<file path="src/hw/ocp_regs.vh">
`ifndef OCP_REGS_VH
`define OCP_REGS_VH

// register select line values
`define OCP_SEL_COMMAND 1'b0
`define OCP_SEL_MASK 1'b1

// command byte field positions
`define OCP_BIT_ROTATE 7
`define OCP_BIT_LEVEL_SELECT 6
`define OCP_BIT_END_OF_SERVICE 5
`define OCP_BIT_KIND_HI 4
`define OCP_BIT_KIND_LO 3
`define OCP_LEVEL_HI 2
`define OCP_LEVEL_LO 0
`define OCP_BIT_SPECIAL_GATE 6
`define OCP_BIT_SPECIAL_SET 5
`define OCP_BIT_POLL 2
`define OCP_BIT_READ_REQUEST 1
`define OCP_BIT_IS_CHOICE 0

// command kind codes in bits 4:3
`define OCP_KIND_ROTATE_EOS 2'h0
`define OCP_KIND_SPECIAL_POLL 2'h1

// rotate / level select / end-of-service action codes (bits 7:5)
`define OCP_ACT_AUTO_ROT_CLR 3'h0
`define OCP_ACT_NONSPEC_EOS 3'h1
`define OCP_ACT_NOP 3'h2
`define OCP_ACT_SPEC_EOS 3'h3
`define OCP_ACT_AUTO_ROT_SET 3'h4
`define OCP_ACT_ROT_NONSPEC 3'h5
`define OCP_ACT_SET_PRIO 3'h6
`define OCP_ACT_ROT_SPEC 3'h7

// reset values
`define OCP_MASK_RESET 8'h00
`define OCP_LOWEST_RESET 3'h7
`define OCP_SPURIOUS_LEVEL 3'h7

`endif

</file>
<file path="src/hw/ocp_core.v">
// What this block does
// - after initialization, take requests and accept run-time command words
// - byte written with select high loads all eight mask bits, bit n for input n
// - mask one inhibits its channel, mask zero leaves it enabled
// - select low, bits 4:3 zero: rotate, level select, end-of-service flags choose action
// - bits 2:0 give the level acted upon, used only with level select set
// - select low, bit7 0, bits 4:3 = 01: special mask, poll and read fields
// - gate one: special mask setting one enters, zero leaves special mask mode
// - gate zero: setting ignored, mask mode unchanged
// - fully nested mode after initialization unless reprogrammed
// - levels 0..7, input 0 highest and 7 lowest after initialization
// - acknowledge resolves highest pending request, drives its vector, sets in-service bit
// - in-service bit holds until end-of-service, or ack trailing edge in auto mode
// - set in-service bit blocks same and lower levels (only its own level in special mask mode), higher ones still interrupt
// - priority order changeable by rotation or set-priority command
// - flags eos=1, sl=0, r=0 form a non-specific end-of-service
// - non-specific end-of-service clears the highest-priority in-service bit, skipping masked ones in special mask mode
// - flags eos=1, sl=1, r=0 clear the in-service bit named by the level field
`timescale 1ns/10ps
`default_nettype none
`include "ocp_regs.vh"

module ocp_core #(
	parameter NUM_LEVELS = 8
) (
	input wire CLOCK,
	input wire RST,
	input wire INIT_DONE,
	input wire AUTO_SERVICE_END,
	input wire [4:0] VECTOR_BASE,
	input wire CS_N,
	input wire WR_N,
	input wire RD_N,
	input wire REG_SEL,
	input wire [7:0] DATA_IN,
	input wire ACK_N,
	input wire [NUM_LEVELS-1:0] REQ,
	output reg [7:0] DATA_OUT,
	output reg DATA_OE_N,
	output reg INT,
	output reg [NUM_LEVELS-1:0] MASK_OUT,
	output reg [NUM_LEVELS-1:0] IN_SERVICE_OUT,
	output reg SPECIAL_MASK_OUT,
	output reg [2:0] LOWEST_LEVEL_OUT
);

	// acknowledge sequence states
	localparam ST_IDLE = 2'h0;
	localparam ST_FIRST = 2'h1;
	localparam ST_GAP = 2'h2;
	localparam ST_SECOND = 2'h3;

	// highest-priority set bit of v when low is the lowest level: {found, level}
	function [3:0] ocp_pick;
		input [7:0] v;
		input [2:0] low;
		integer i;
		reg [2:0] k;
		begin
			ocp_pick = 4'h0;
			// walk from lowest to highest so the highest set bit is left last
			for (i = 8; i >= 1; i = i - 1) begin
				k = low + i[2:0];
				if (v[k])
					ocp_pick = {1'b1, k};
			end
		end
	endfunction

	// rank of a level, zero is the highest priority
	function [2:0] ocp_rank;
		input [2:0] lvl;
		input [2:0] low;
		begin
			ocp_rank = lvl - low - 3'h1;
		end
	endfunction

	reg wr_act_q;
	reg [7:0] wr_data_q;
	reg wr_sel_q;
	reg rd_act_q;
	reg ack_n_q;
	reg [1:0] ack_st_q, ack_st_d;
	reg [2:0] ack_lvl_q, ack_lvl_d;
	reg [7:0] mask_q, mask_d;
	reg [7:0] isr_q, isr_d;
	reg [7:0] irr_q;
	reg [2:0] low_q, low_d;
	reg smm_q, smm_d;
	reg auto_rot_q, auto_rot_d;
	reg poll_q, poll_d;
	reg read_is_q, read_is_d;
	reg [7:0] dout_d;
	reg oe_n_d;
	reg int_d;

	reg [7:0] pending;
	reg [7:0] eligible;
	reg [3:0] cand;
	reg [3:0] top_is;
	reg [3:0] top_clr;
	reg [7:0] isr_set, isr_clr;
	reg [2:0] act;
	reg [2:0] lvl;
	integer j;

	wire wr_act = ~CS_N & ~WR_N;
	wire wr_end = wr_act_q & ~wr_act;
	wire rd_act = ~CS_N & ~RD_N;
	wire rd_start = rd_act & ~rd_act_q;
	wire ack_fall = ack_n_q & ~ACK_N;
	wire ack_rise = ~ack_n_q & ACK_N;
	wire cmd_is_mask = wr_end & (wr_sel_q == `OCP_SEL_MASK);
	wire cmd_is_rot = wr_end & (wr_sel_q == `OCP_SEL_COMMAND) &
		(wr_data_q[`OCP_BIT_KIND_HI:`OCP_BIT_KIND_LO] == `OCP_KIND_ROTATE_EOS);
	wire cmd_is_spc = wr_end & (wr_sel_q == `OCP_SEL_COMMAND) & ~wr_data_q[`OCP_BIT_ROTATE] &
		(wr_data_q[`OCP_BIT_KIND_HI:`OCP_BIT_KIND_LO] == `OCP_KIND_SPECIAL_POLL);

	// capture byte and select during the strobe; decoding waits for its end
	always @(posedge CLOCK) begin
		if (RST) begin
			wr_act_q <= 1'b0;
			wr_data_q <= 8'h00;
			wr_sel_q <= 1'b0;
			rd_act_q <= 1'b0;
			ack_n_q <= 1'b1;
			irr_q <= 8'h00;
		end else begin
			wr_act_q <= wr_act;
			rd_act_q <= rd_act;
			ack_n_q <= ACK_N;
			irr_q <= REQ[7:0];
			if (wr_act) begin
				wr_data_q <= DATA_IN;
				wr_sel_q <= REG_SEL;
			end
		end
	end

	// priority resolution and command decoding
	always @* begin
		mask_d = mask_q;
		low_d = low_q;
		smm_d = smm_q;
		auto_rot_d = auto_rot_q;
		poll_d = poll_q;
		read_is_d = read_is_q;
		ack_st_d = ack_st_q;
		ack_lvl_d = ack_lvl_q;
		dout_d = DATA_OUT;
		oe_n_d = 1'b1;
		isr_set = 8'h00;
		isr_clr = 8'h00;
		act = wr_data_q[`OCP_BIT_ROTATE:`OCP_BIT_END_OF_SERVICE];
		lvl = wr_data_q[`OCP_LEVEL_HI:`OCP_LEVEL_LO];

		// masked channels never take part
		pending = irr_q & ~mask_q;
		top_is = ocp_pick(isr_q, low_q);
		eligible = 8'h00;
		for (j = 0; j < 8; j = j + 1) begin
			if (smm_q)
				eligible[j] = pending[j] & ~isr_q[j];
			else if (!top_is[3] || ocp_rank(j[2:0], low_q) < ocp_rank(top_is[2:0], low_q))
				eligible[j] = pending[j];
		end
		cand = ocp_pick(eligible, low_q);
		int_d = INIT_DONE & cand[3];

		// in special mask mode, masked in-service levels survive a non-specific end
		top_clr = ocp_pick(isr_q & ~(smm_q ? mask_q : 8'h00), low_q);

		// two-pulse acknowledge: freeze on the first, vector on the second
		case (ack_st_q)
			ST_IDLE: begin
				if (ack_fall && INIT_DONE) begin
					ack_st_d = ST_FIRST;
					ack_lvl_d = cand[3] ? cand[2:0] : `OCP_SPURIOUS_LEVEL;
					if (cand[3])
						isr_set[cand[2:0]] = 1'b1;
				end
			end
			ST_FIRST: begin
				if (ack_rise)
					ack_st_d = ST_GAP;
			end
			ST_GAP: begin
				if (ack_fall)
					ack_st_d = ST_SECOND;
			end
			ST_SECOND: begin
				oe_n_d = 1'b0;
				dout_d = {VECTOR_BASE, ack_lvl_q};
				if (ack_rise) begin
					ack_st_d = ST_IDLE;
					oe_n_d = 1'b1;
					// automatic end clears at the trailing edge of the final pulse
					if (AUTO_SERVICE_END && top_clr[3]) begin
						isr_clr[top_clr[2:0]] = 1'b1;
						if (auto_rot_q)
							low_d = top_clr[2:0];
					end
				end
			end
			default: begin
				ack_st_d = ST_IDLE;
			end
		endcase

		// register reads; poll answers with the top request and services it
		if (rd_act && ack_st_q != ST_SECOND) begin
			oe_n_d = 1'b0;
			if (REG_SEL == `OCP_SEL_MASK)
				dout_d = mask_q;
			else if (poll_q) begin
				if (rd_start) begin
					dout_d = {cand[3], 4'h0, cand[2:0]};
					if (cand[3])
						isr_set[cand[2:0]] = 1'b1;
					poll_d = 1'b0;
				end
			end else if (rd_start)
				// status frozen at read start so the byte stands for the whole strobe
				dout_d = read_is_q ? isr_q : irr_q;
		end

		// commands only after initialization
		if (INIT_DONE) begin
			if (cmd_is_mask)
				mask_d = wr_data_q;
			if (cmd_is_rot) begin
				case (act)
					`OCP_ACT_NONSPEC_EOS: begin
						if (top_clr[3])
							isr_clr[top_clr[2:0]] = 1'b1;
					end
					`OCP_ACT_SPEC_EOS: begin
						isr_clr[lvl] = 1'b1;
					end
					`OCP_ACT_ROT_NONSPEC: begin
						if (top_clr[3]) begin
							isr_clr[top_clr[2:0]] = 1'b1;
							low_d = top_clr[2:0];
						end
					end
					`OCP_ACT_ROT_SPEC: begin
						isr_clr[lvl] = 1'b1;
						low_d = lvl;
					end
					`OCP_ACT_SET_PRIO: begin
						low_d = lvl;
					end
					`OCP_ACT_AUTO_ROT_SET: begin
						auto_rot_d = 1'b1;
					end
					`OCP_ACT_AUTO_ROT_CLR: begin
						auto_rot_d = 1'b0;
					end
					default: begin
						low_d = low_q;
					end
				endcase
			end
			if (cmd_is_spc) begin
				if (wr_data_q[`OCP_BIT_SPECIAL_GATE])
					smm_d = wr_data_q[`OCP_BIT_SPECIAL_SET];
				else
					smm_d = smm_q;
				poll_d = wr_data_q[`OCP_BIT_POLL];
				if (wr_data_q[`OCP_BIT_READ_REQUEST])
					read_is_d = wr_data_q[`OCP_BIT_IS_CHOICE];
			end
		end

		// setting wins over a clear of the same bit in one cycle
		isr_d = (isr_q & ~isr_clr) | isr_set;

		// until initialization is done, hold the nested defaults
		if (!INIT_DONE) begin
			mask_d = `OCP_MASK_RESET;
			low_d = `OCP_LOWEST_RESET;
			smm_d = 1'b0;
			auto_rot_d = 1'b0;
			poll_d = 1'b0;
			read_is_d = 1'b0;
			isr_d = 8'h00;
		end
	end

	// state and output flip-flops
	always @(posedge CLOCK) begin
		if (RST) begin
			mask_q <= `OCP_MASK_RESET;
			isr_q <= 8'h00;
			low_q <= `OCP_LOWEST_RESET;
			smm_q <= 1'b0;
			auto_rot_q <= 1'b0;
			poll_q <= 1'b0;
			read_is_q <= 1'b0;
			ack_st_q <= ST_IDLE;
			ack_lvl_q <= 3'h0;
			DATA_OUT <= 8'h00;
			DATA_OE_N <= 1'b1;
			INT <= 1'b0;
			MASK_OUT <= 8'h00;
			IN_SERVICE_OUT <= 8'h00;
			SPECIAL_MASK_OUT <= 1'b0;
			LOWEST_LEVEL_OUT <= `OCP_LOWEST_RESET;
		end else begin
			mask_q <= mask_d;
			isr_q <= isr_d;
			low_q <= low_d;
			smm_q <= smm_d;
			auto_rot_q <= auto_rot_d;
			poll_q <= poll_d;
			read_is_q <= read_is_d;
			ack_st_q <= ack_st_d;
			ack_lvl_q <= ack_lvl_d;
			DATA_OUT <= dout_d;
			DATA_OE_N <= oe_n_d;
			INT <= int_d;
			// mirrors lag the state by one cycle so every output stays a flop
			MASK_OUT <= mask_q;
			IN_SERVICE_OUT <= isr_q;
			SPECIAL_MASK_OUT <= smm_q;
			LOWEST_LEVEL_OUT <= low_q;
		end
	end

endmodule // ocp_core

`default_nettype wire

</file>
<file path="config.mk">
export PLATFORM = sky130hd
export DESIGN_NAME = ocp_core
export DESIGN_NICKNAME = d
export VERILOG_FILES = /design/src/hw/ocp_core.v
export VERILOG_INCLUDE_DIRS = /design/src /design/src/hw
export SDC_FILE = /design/constraint.sdc
export NUM_CORES = 1
export LEC_CHECK = 0
export BUFFER_PORTS_ARGS = -buffer_cell sky130_fd_sc_hd__buf_2
export CAP_MARGIN = 20
export CORE_AREA = 2 2 132 134
export CTS_CLUSTER_SIZE = 28
export DETAILED_ROUTE_END_ITERATION = 6
export DIE_AREA = 0 0 134 136
export PLACE_DENSITY_LB_ADDON = 0.15
export SLEW_MARGIN = 25
export SYNTH_ARGS = -nofsm -noshare
export SYNTH_HDL_FRONTEND = slang
export SYNTH_SLANG_ARGS = --single-unit
</file>
<file path="constraint.sdc">
create_clock -name CLOCK -period 6.4 [get_ports CLOCK]
set_input_delay 1.28 -clock CLOCK [delete_from_list [all_inputs] [get_ports CLOCK]]
set_output_delay 1.28 -clock CLOCK [all_outputs]
set_load 0.005 [all_outputs]
</file>
; Yosys cells after proc, flatten, opt, wreduce, memory -nomap -nowiden
; Cells that the tools add are included.
[totals]
register_bits = 78
latchBits = 0
in_bits = 30
mem_bits_rw = 0
output_inout_bits = 30
n_memories = 0
romBits = 0
word_cells = 304
[op_classes]
div_mod_pow = 0
add_sub_neg = 25
order_cmp = 22
reduce_logical = 31
n_mux = 139
bitwise = 48
n_eq_ne = 17
n_shift = 0
n_mul = 0
[ops]
columns = operator, count
row1 = 8-bit two-way mux, 22
row2 = 4-bit two-way mux, 24
row3 = 1-bit binary-select mux with 3-bit select, 24
row4 = 1-bit two-way mux, 51
row5 = 3-bit by 4-bit less-than comparator with 1-bit output (second input constant), 11
row6 = 8-bit OR, 4
row7 = 3-bit by 1-bit subtractor with 3-bit output (second input constant), 9
row8 = 8-bit AND, 3
row9 = 3-bit less-than comparator, 8
row10 = 8-bit NOT, 3
row11 = 3-bit two-way mux, 7
row12 = 1-bit AND, 20
row13 = 1-bit NOT, 18
row14 = 8-bit one-hot mux with 2 select lines, 1
row15 = 3-bit adder (second input constant), 4
row16 = 3-bit == test (second input constant), 4
row17 = 3-bit subtractor (first input constant), 4
row18 = 2-bit != test (second input constant), 5
row19 = 2-bit AND reduction, 5
row20 = 1-bit demux with 3-bit select, 3
row21 = 3-bit by 1-bit greater-or-equal comparator with 1-bit output (second input constant), 3
row22 = 3-bit one-hot mux with 3 select lines, 1
row23 = 1-bit logical OR, 8
row24 = 2-bit two-way mux, 4
row25 = other kinds (21), 36

; Longest topological paths before layout
[depth]
ltp_word = 40
depth_mapped = 31
ltp_nobuf = 26

; Worst setup path after synthesis
; OpenSTA, ideal clock, no wires.
[synth_path]
path_kind = reg-to-reg
start = register low_q[0]
end = register DATA_OUT[1]
stages_incl_launch_ff = 32
period_less_slack_ns = 6.954
required_ns = 6.314
t_arrival_ns = 6.868
path_slack_ns = -0.554
setup_time_ns = 0.086
path_cell_list = dfxtp_1 > buf_6 > buf_1 > inv_2 > clkbuf_1 > ha_1 > buf_1 > mux4_2 > mux2i_1 > nand2b_1 > a21oi_1 > a21oi_1 > o21a_1 > nor3b_1 > o21ai_0 > o21ai_0 > fa_1 > xor2_1 > o311ai_4 > o41ai_4 > buf_6 > nor2_1 > ha_1 > a31oi_1 > o21ai_0 > o21ai_0 > o21a_1 > mux2_4 > nor3b_4 > o31ai_2 > o31a_4 > a221oi_2
[synth_between]
elab_chain_cells = 30
elab_cells_between_ends = 110
cone_classes = add/sub: 25 / order compare: 8 / mux: 68 / reduce/logical: 9
[synth_rtl]
columns = item, line_no
row1 = from (decl), ocp_core.v:89  ; reg [2:0] low_q, low_d;
row2 = from (signal assigned), ocp_core.v:296  ; low_q <= `OCP_LOWEST_RESET;
row3 = from (signal assigned), ocp_core.v:313  ; low_q <= low_d;
row4 = 3-bit adder / 1-bit binary-select mux with 3-bit select (equally long branches), "ocp_core.v:63, ocp_core.v:64"
row5 = 1-bit binary-select mux with 3-bit select / 1-bit two-way mux (equally long branches), ocp_core.v:64  ; if (v[k])
row6 = 1-bit two-way mux (not written as such) / 4-bit two-way mux (equally long branches), ocp_core.v:64
row7 = 4-bit two-way mux (7 in series), ocp_core.v:64
row8 = 3-bit subtractor, ocp_core.v:75  ; ocp_rank = lvl - low - 3'h1;
row9 = 3-bit by 1-bit subtractor with 3-bit output, ocp_core.v:75
row10 = 3-bit less-than comparator, ocp_core.v:165  ; else if (!top_is[3] || ocp_rank(j[2:0], low_q) < ocp_rank(top_is[2:0], low_q))
row11 = 1-bit logical OR, ocp_core.v:165
row12 = [... 2 more ...], n/a
row13 = 1-bit binary-select mux with 3-bit select, ocp_core.v:64
row14 = 1-bit two-way mux (not written as such), ocp_core.v:64
row15 = 4-bit two-way mux (7 in series), ocp_core.v:64
row16 = 4-bit two-way mux (*), ocp_core.v:64
row17 = 8-bit two-way mux (*), ocp_core.v:217  ; if (rd_start) begin
row18 = 8-bit two-way mux (*), ocp_core.v:216  ; else if (poll_q) begin
row19 = 8-bit two-way mux (*), ocp_core.v:214  ; if (REG_SEL == `OCP_SEL_MASK)
row20 = 8-bit two-way mux (*), ocp_core.v:212  ; if (rd_act && ack_st_q != ST_SECOND) begin
row21 = to (signal assigned), ocp_core.v:320  ; DATA_OUT <= dout_d;
row22 = to (decl), ocp_core.v:38  ; output reg [7:0] DATA_OUT,
; Every way passes the cells marked *; elsewhere a longest branch is shown, timed or not. The select of a mux whose other input is x is not followed.
; A chain may end at the register's enable or synchronous reset.

; Worst setup path after layout
[layout_path]
start = register low_q[1]
end = register isr_q[7]
[layout_between]
elab_chain_cells = 40
elab_cells_between_ends = 162
cone_classes = add/sub: 25 / order compare: 12 / mux: 107 / bitwise: 6 / reduce/logical: 12
[layout_rtl]
columns = item, line_no
row1 = 3-bit adder / 1-bit binary-select mux with 3-bit select (equally long branches), "ocp_core.v:63, ocp_core.v:64"
row2 = 1-bit binary-select mux with 3-bit select / 1-bit two-way mux (equally long branches), ocp_core.v:64
row3 = 1-bit two-way mux (not written as such) / 4-bit two-way mux (equally long branches), ocp_core.v:64
row4 = 4-bit two-way mux (7 in series), ocp_core.v:64
row5 = 3-bit subtractor, ocp_core.v:75
row6 = 3-bit by 1-bit subtractor with 3-bit output, ocp_core.v:75
row7 = 3-bit less-than comparator, ocp_core.v:165
row8 = 1-bit logical OR, ocp_core.v:165
row9 = [... 18 more ...], n/a
row10 = 8-bit two-way mux, ocp_core.v:175  ; case (ack_st_q)
row11 = 8-bit OR (no source line), n/a
row12 = 8-bit two-way mux, ocp_core.v:219  ; if (cand[3])
row13 = 8-bit two-way mux, ocp_core.v:217
row14 = 8-bit two-way mux, ocp_core.v:216
row15 = 8-bit two-way mux, ocp_core.v:214
row16 = 8-bit two-way mux, ocp_core.v:212
row17 = 8-bit OR (*), ocp_core.v:277  ; isr_d = (isr_q & ~isr_clr) | isr_set;
row18 = to (signal assigned), ocp_core.v:312  ; isr_q <= isr_d;
row19 = to (decl), ocp_core.v:87  ; reg [7:0] isr_q, isr_d;
; Marked as above.

==> impl_metrics.yaml <==
power_and_ir_drop:
  p_total_uw: 1300
  static-leakage-power_uw: 0.00292
  pwr_density_cell_mw_per_mm2: 171
  irDropWorstVdd_mv: 0.134
layout:
  fin_nets: 921
  utilization_pct: 45.2
  antenna_cells: 0
  drive_above_1_share_pct: 22.2
  stdcell_area_mm2: 0.00762
  n_fill_cell: 1675
  area_growth_pct: 16.2
timing:
  setup_ws_ns: 0.428
  setup_tns_ns: 0
  final.min_clock_period_ns: 5.97
  fin_skew_ns: 0.00774
  fmax_mhz: 167
  worst_pin_slew_ns: 1.00
  slew_headroom_pct: 33.2
  setup_viol: 0
  period_share_pct: 93.3
  finalHoldViolCount: 0
  slew_viol_final: 0
hold_path:
  hold_path_class: "flop to flop"
yosys:
  syn_nets: 869
  syn_avg_cell_area_um2: 7.93
  yosysTopAreaCell: "dfxtp_1"
  ys.warnings.count: 0
  yosys_register_bits: 78
  synth_top_cell_area_share_pct: 23.8
  synth_top_flop_cell: "dfxtp_1"
  yosysSeqAreaShare_pct: 23.8
  synth-edff-count: 0
  synth_area_mm2: 0.00656
  yosysUniqueCellTypes: 101
  synth_cells: 827
  synth.area.top_cells: "dfxtp_1 24%, nand2_1 4.9%, mux4_2 4.5%, a21oi_1 4.4%, mux2i_1 4.4%"
  async_reset_ff_share_pct: 0
route:
  via_per_inst: 6.19
  wl_um: 23100
  vias: 6858
  drt_first_pass_iters: 5
  postRouteAntennaNets: 0
  drt_iter0_markers: 617
  remaining_drc_errors: 0
  route.detailed.wl_per_inst_um: 20.9
place:
  pre_cts_slack_ns: 0.0667
  io_buffer_count: 59
  gp_congestion: 0.891
  dpl.hpwl_um: 17100
  post_dp_cell_area_mm2: 0.00719
cts:
  ctsHtreeMaxLevel: 3
  clk_path_buf_depth: 2
  clock_latency_ns: 0.33
  cts-root-buf: "clkbuf_16"
  clkTransAtPathRegs_ns: 0.06
  postCtsHoldBufs: 0
  cts_buffers: 9
  clkSinkCount: 78
  cts_tree: "built"
critical_path:
  critPathMaxFanout: 31
  worst_ep_arrival_time_ns: 6.21
  startpoint_type: "flop"
  worstSetupPathType: "flop to flop"
  required_ns: 6.64
  crit_path_end_kind: "flop"
grt:
  global_route.overflow_total: 0
  grt_first_pass_wirelength_um: 36900
  grt_max_degree: 57
  grt_pass1_vias: 6572
  antenna_found_initial: 0
  grt_usage_pct: 25.7
die:
  start_util_pct: 38.9
  num_rows: 48
  die_width_um: 134
  ioPinCount: 60
  core_area_mm2: 0.0169
  die-area_mm2: 0.0182
  die_h_um: 136
run:
  maxCapViolCount: 0
run_status:
  status: "complete, no violations"
through the flow:
| stage | hold slack [ns] | std cells |
|---|---|---|
| 2_1_floorplan | 0.460 | 827 |
| 4_1_cts | 0.509 | 1105 |
| 3_5_place_dp | 0.493 | 1090 |
| 5_1_grt | 0.535 | 1108 |
| 3_3_place_gp | 0.482 | 1090 |
| 6_report | 0.504 | 1108 |
metal layers:
layer	vias to the layer above	global-route usage, %	wire, µm
li1	3232	-	-
met1	3286	35.9	10600
met2	291	39.8	10500
met3	49	3.73	1300
met4	0	10.5	755
met5	-	0	0
cells by family after synthesis:
family | count (synthesis) | synth area share (%)
AOI/OAI and AO/OA | 295 | 33.1
and+or+nand+nor | 293 | 22.2
buffers and inverters | 84 | 5.34
DFF | 78 | 23.8
muxes | 59 | 12.3
adders and majority gates | 12 | 2.40
xor gates and xnor gates | 6 | 0.801
cell usage in the layout, fill, tap and decap left out, drive strengths merged, types with 5 or more instances in the layout:
cell type,Yosys,final
or2,10,10
ha,11,11
nor3,27,27
a21oi,60,60
a2111oi,6,6
clkbuf,36,10
mux4,14,14
o211ai,8,8
mux2i,30,30
nand2b,6,6
dfxtp,78,78
a21bo,5,5
o311ai,5,5
a21o,7,7
a21boi,9,9
nand2,87,87
a222oi,5,5
o221ai,5,5
a31oi,12,12
o21ai,51,51
a221oi,11,11
nor2b,30,30
and2,12,12
o22ai,6,6
o21a,11,11
inv,29,30
o31ai,12,12
nor2,70,70
mux2,15,15
buf,19,96
a22oi,6,6
a211oi,20,20
nand3,16,16
a211o,6,6
synthesized netlist by cell type, types with 11 or more instances:
library cell  instances
mux2_2               14
mux4_2               13
dfxtp_1              78
and2_1               12
o21ai_0              42
clkbuf_1             36
nand3_1              16
a21oi_1              58
a211oi_1             20
a31oi_1              11
nand2_1              86
nor2_1               70
inv_1                27
mux2i_1              29
nor3_1               26
ha_1                 11
o21a_1               11
nor2b_1              29
flip-flops by register name, summed over array words and instances (netlist names), 3 cells and up:
name              count
ack_lvl_q             3
irr_q                 8
IN_SERVICE_OUT        8
MASK_OUT              8
mask_q                8
isr_q                 8
wr_data_q             8
low_q                 3
DATA_OUT              8
LOWEST_LEVEL_OUT      3
path summary, 6_finish.rpt:
kind,start,endpoint,slack (ns),depth (start not counted)
setup / recovery,low_q[1],isr_q[7],0.43,22
hold / removal,auto_rot_q,auto_rot_q,0.50,2
setup reg to reg,low_q[1],isr_q[7],0.43,22
hold reg to reg,auto_rot_q,auto_rot_q,0.50,2
power by group:
group | total [µW] | switching, µW | leakage (µW) | internal (µW)
registers | 512 | 12.7 | 0.000634 | 499
logic | 210 | 126 | 0.00212 | 84.3
clock network | 582 | 201 | 0.000163 | 381
total | 1300 | 339 | 0.00292 | 964
repair_timing:
action                                  CTS  global route
endpoints found under the setup margin    0            15
buffers inserted                          0             3
resized for setup                         0            21
critical path, stage by stage, from the launching register on:
cell,delay [ns]
dfxtp_1,0.33
buf_4,0.25
buf_8,0.25
xnor2_1,0.19
buf_4,0.28
mux2_2,0.36
o211a_1,0.31
o21bai_1,0.29
and2_1,0.19
fa_1,0.40
inv_1,0.15
ha_1,0.26
nor3_1,0.08
o21a_2,0.19
or2_1,0.29
nor4_1,0.29
nor3_1,0.11
o22a_1,0.31
mux2_4,0.35
nor3b_4,0.24
o31ai_2,0.13
o31a_4,0.38
o31ai_1,0.25
cell type report:
cell class              count  area [µm²]  area share (%)
clock buffers              10         229            3.00
clock inverters             5         108            1.41
inverters                  29         109            1.43
multi-input cells         665        4740            62.2
flip-flops and latches     78        1560            20.5
well taps                 225         282            3.69
repair buffers             96         593            7.78
No activity file was read; power rests on OpenSTA's default activity.
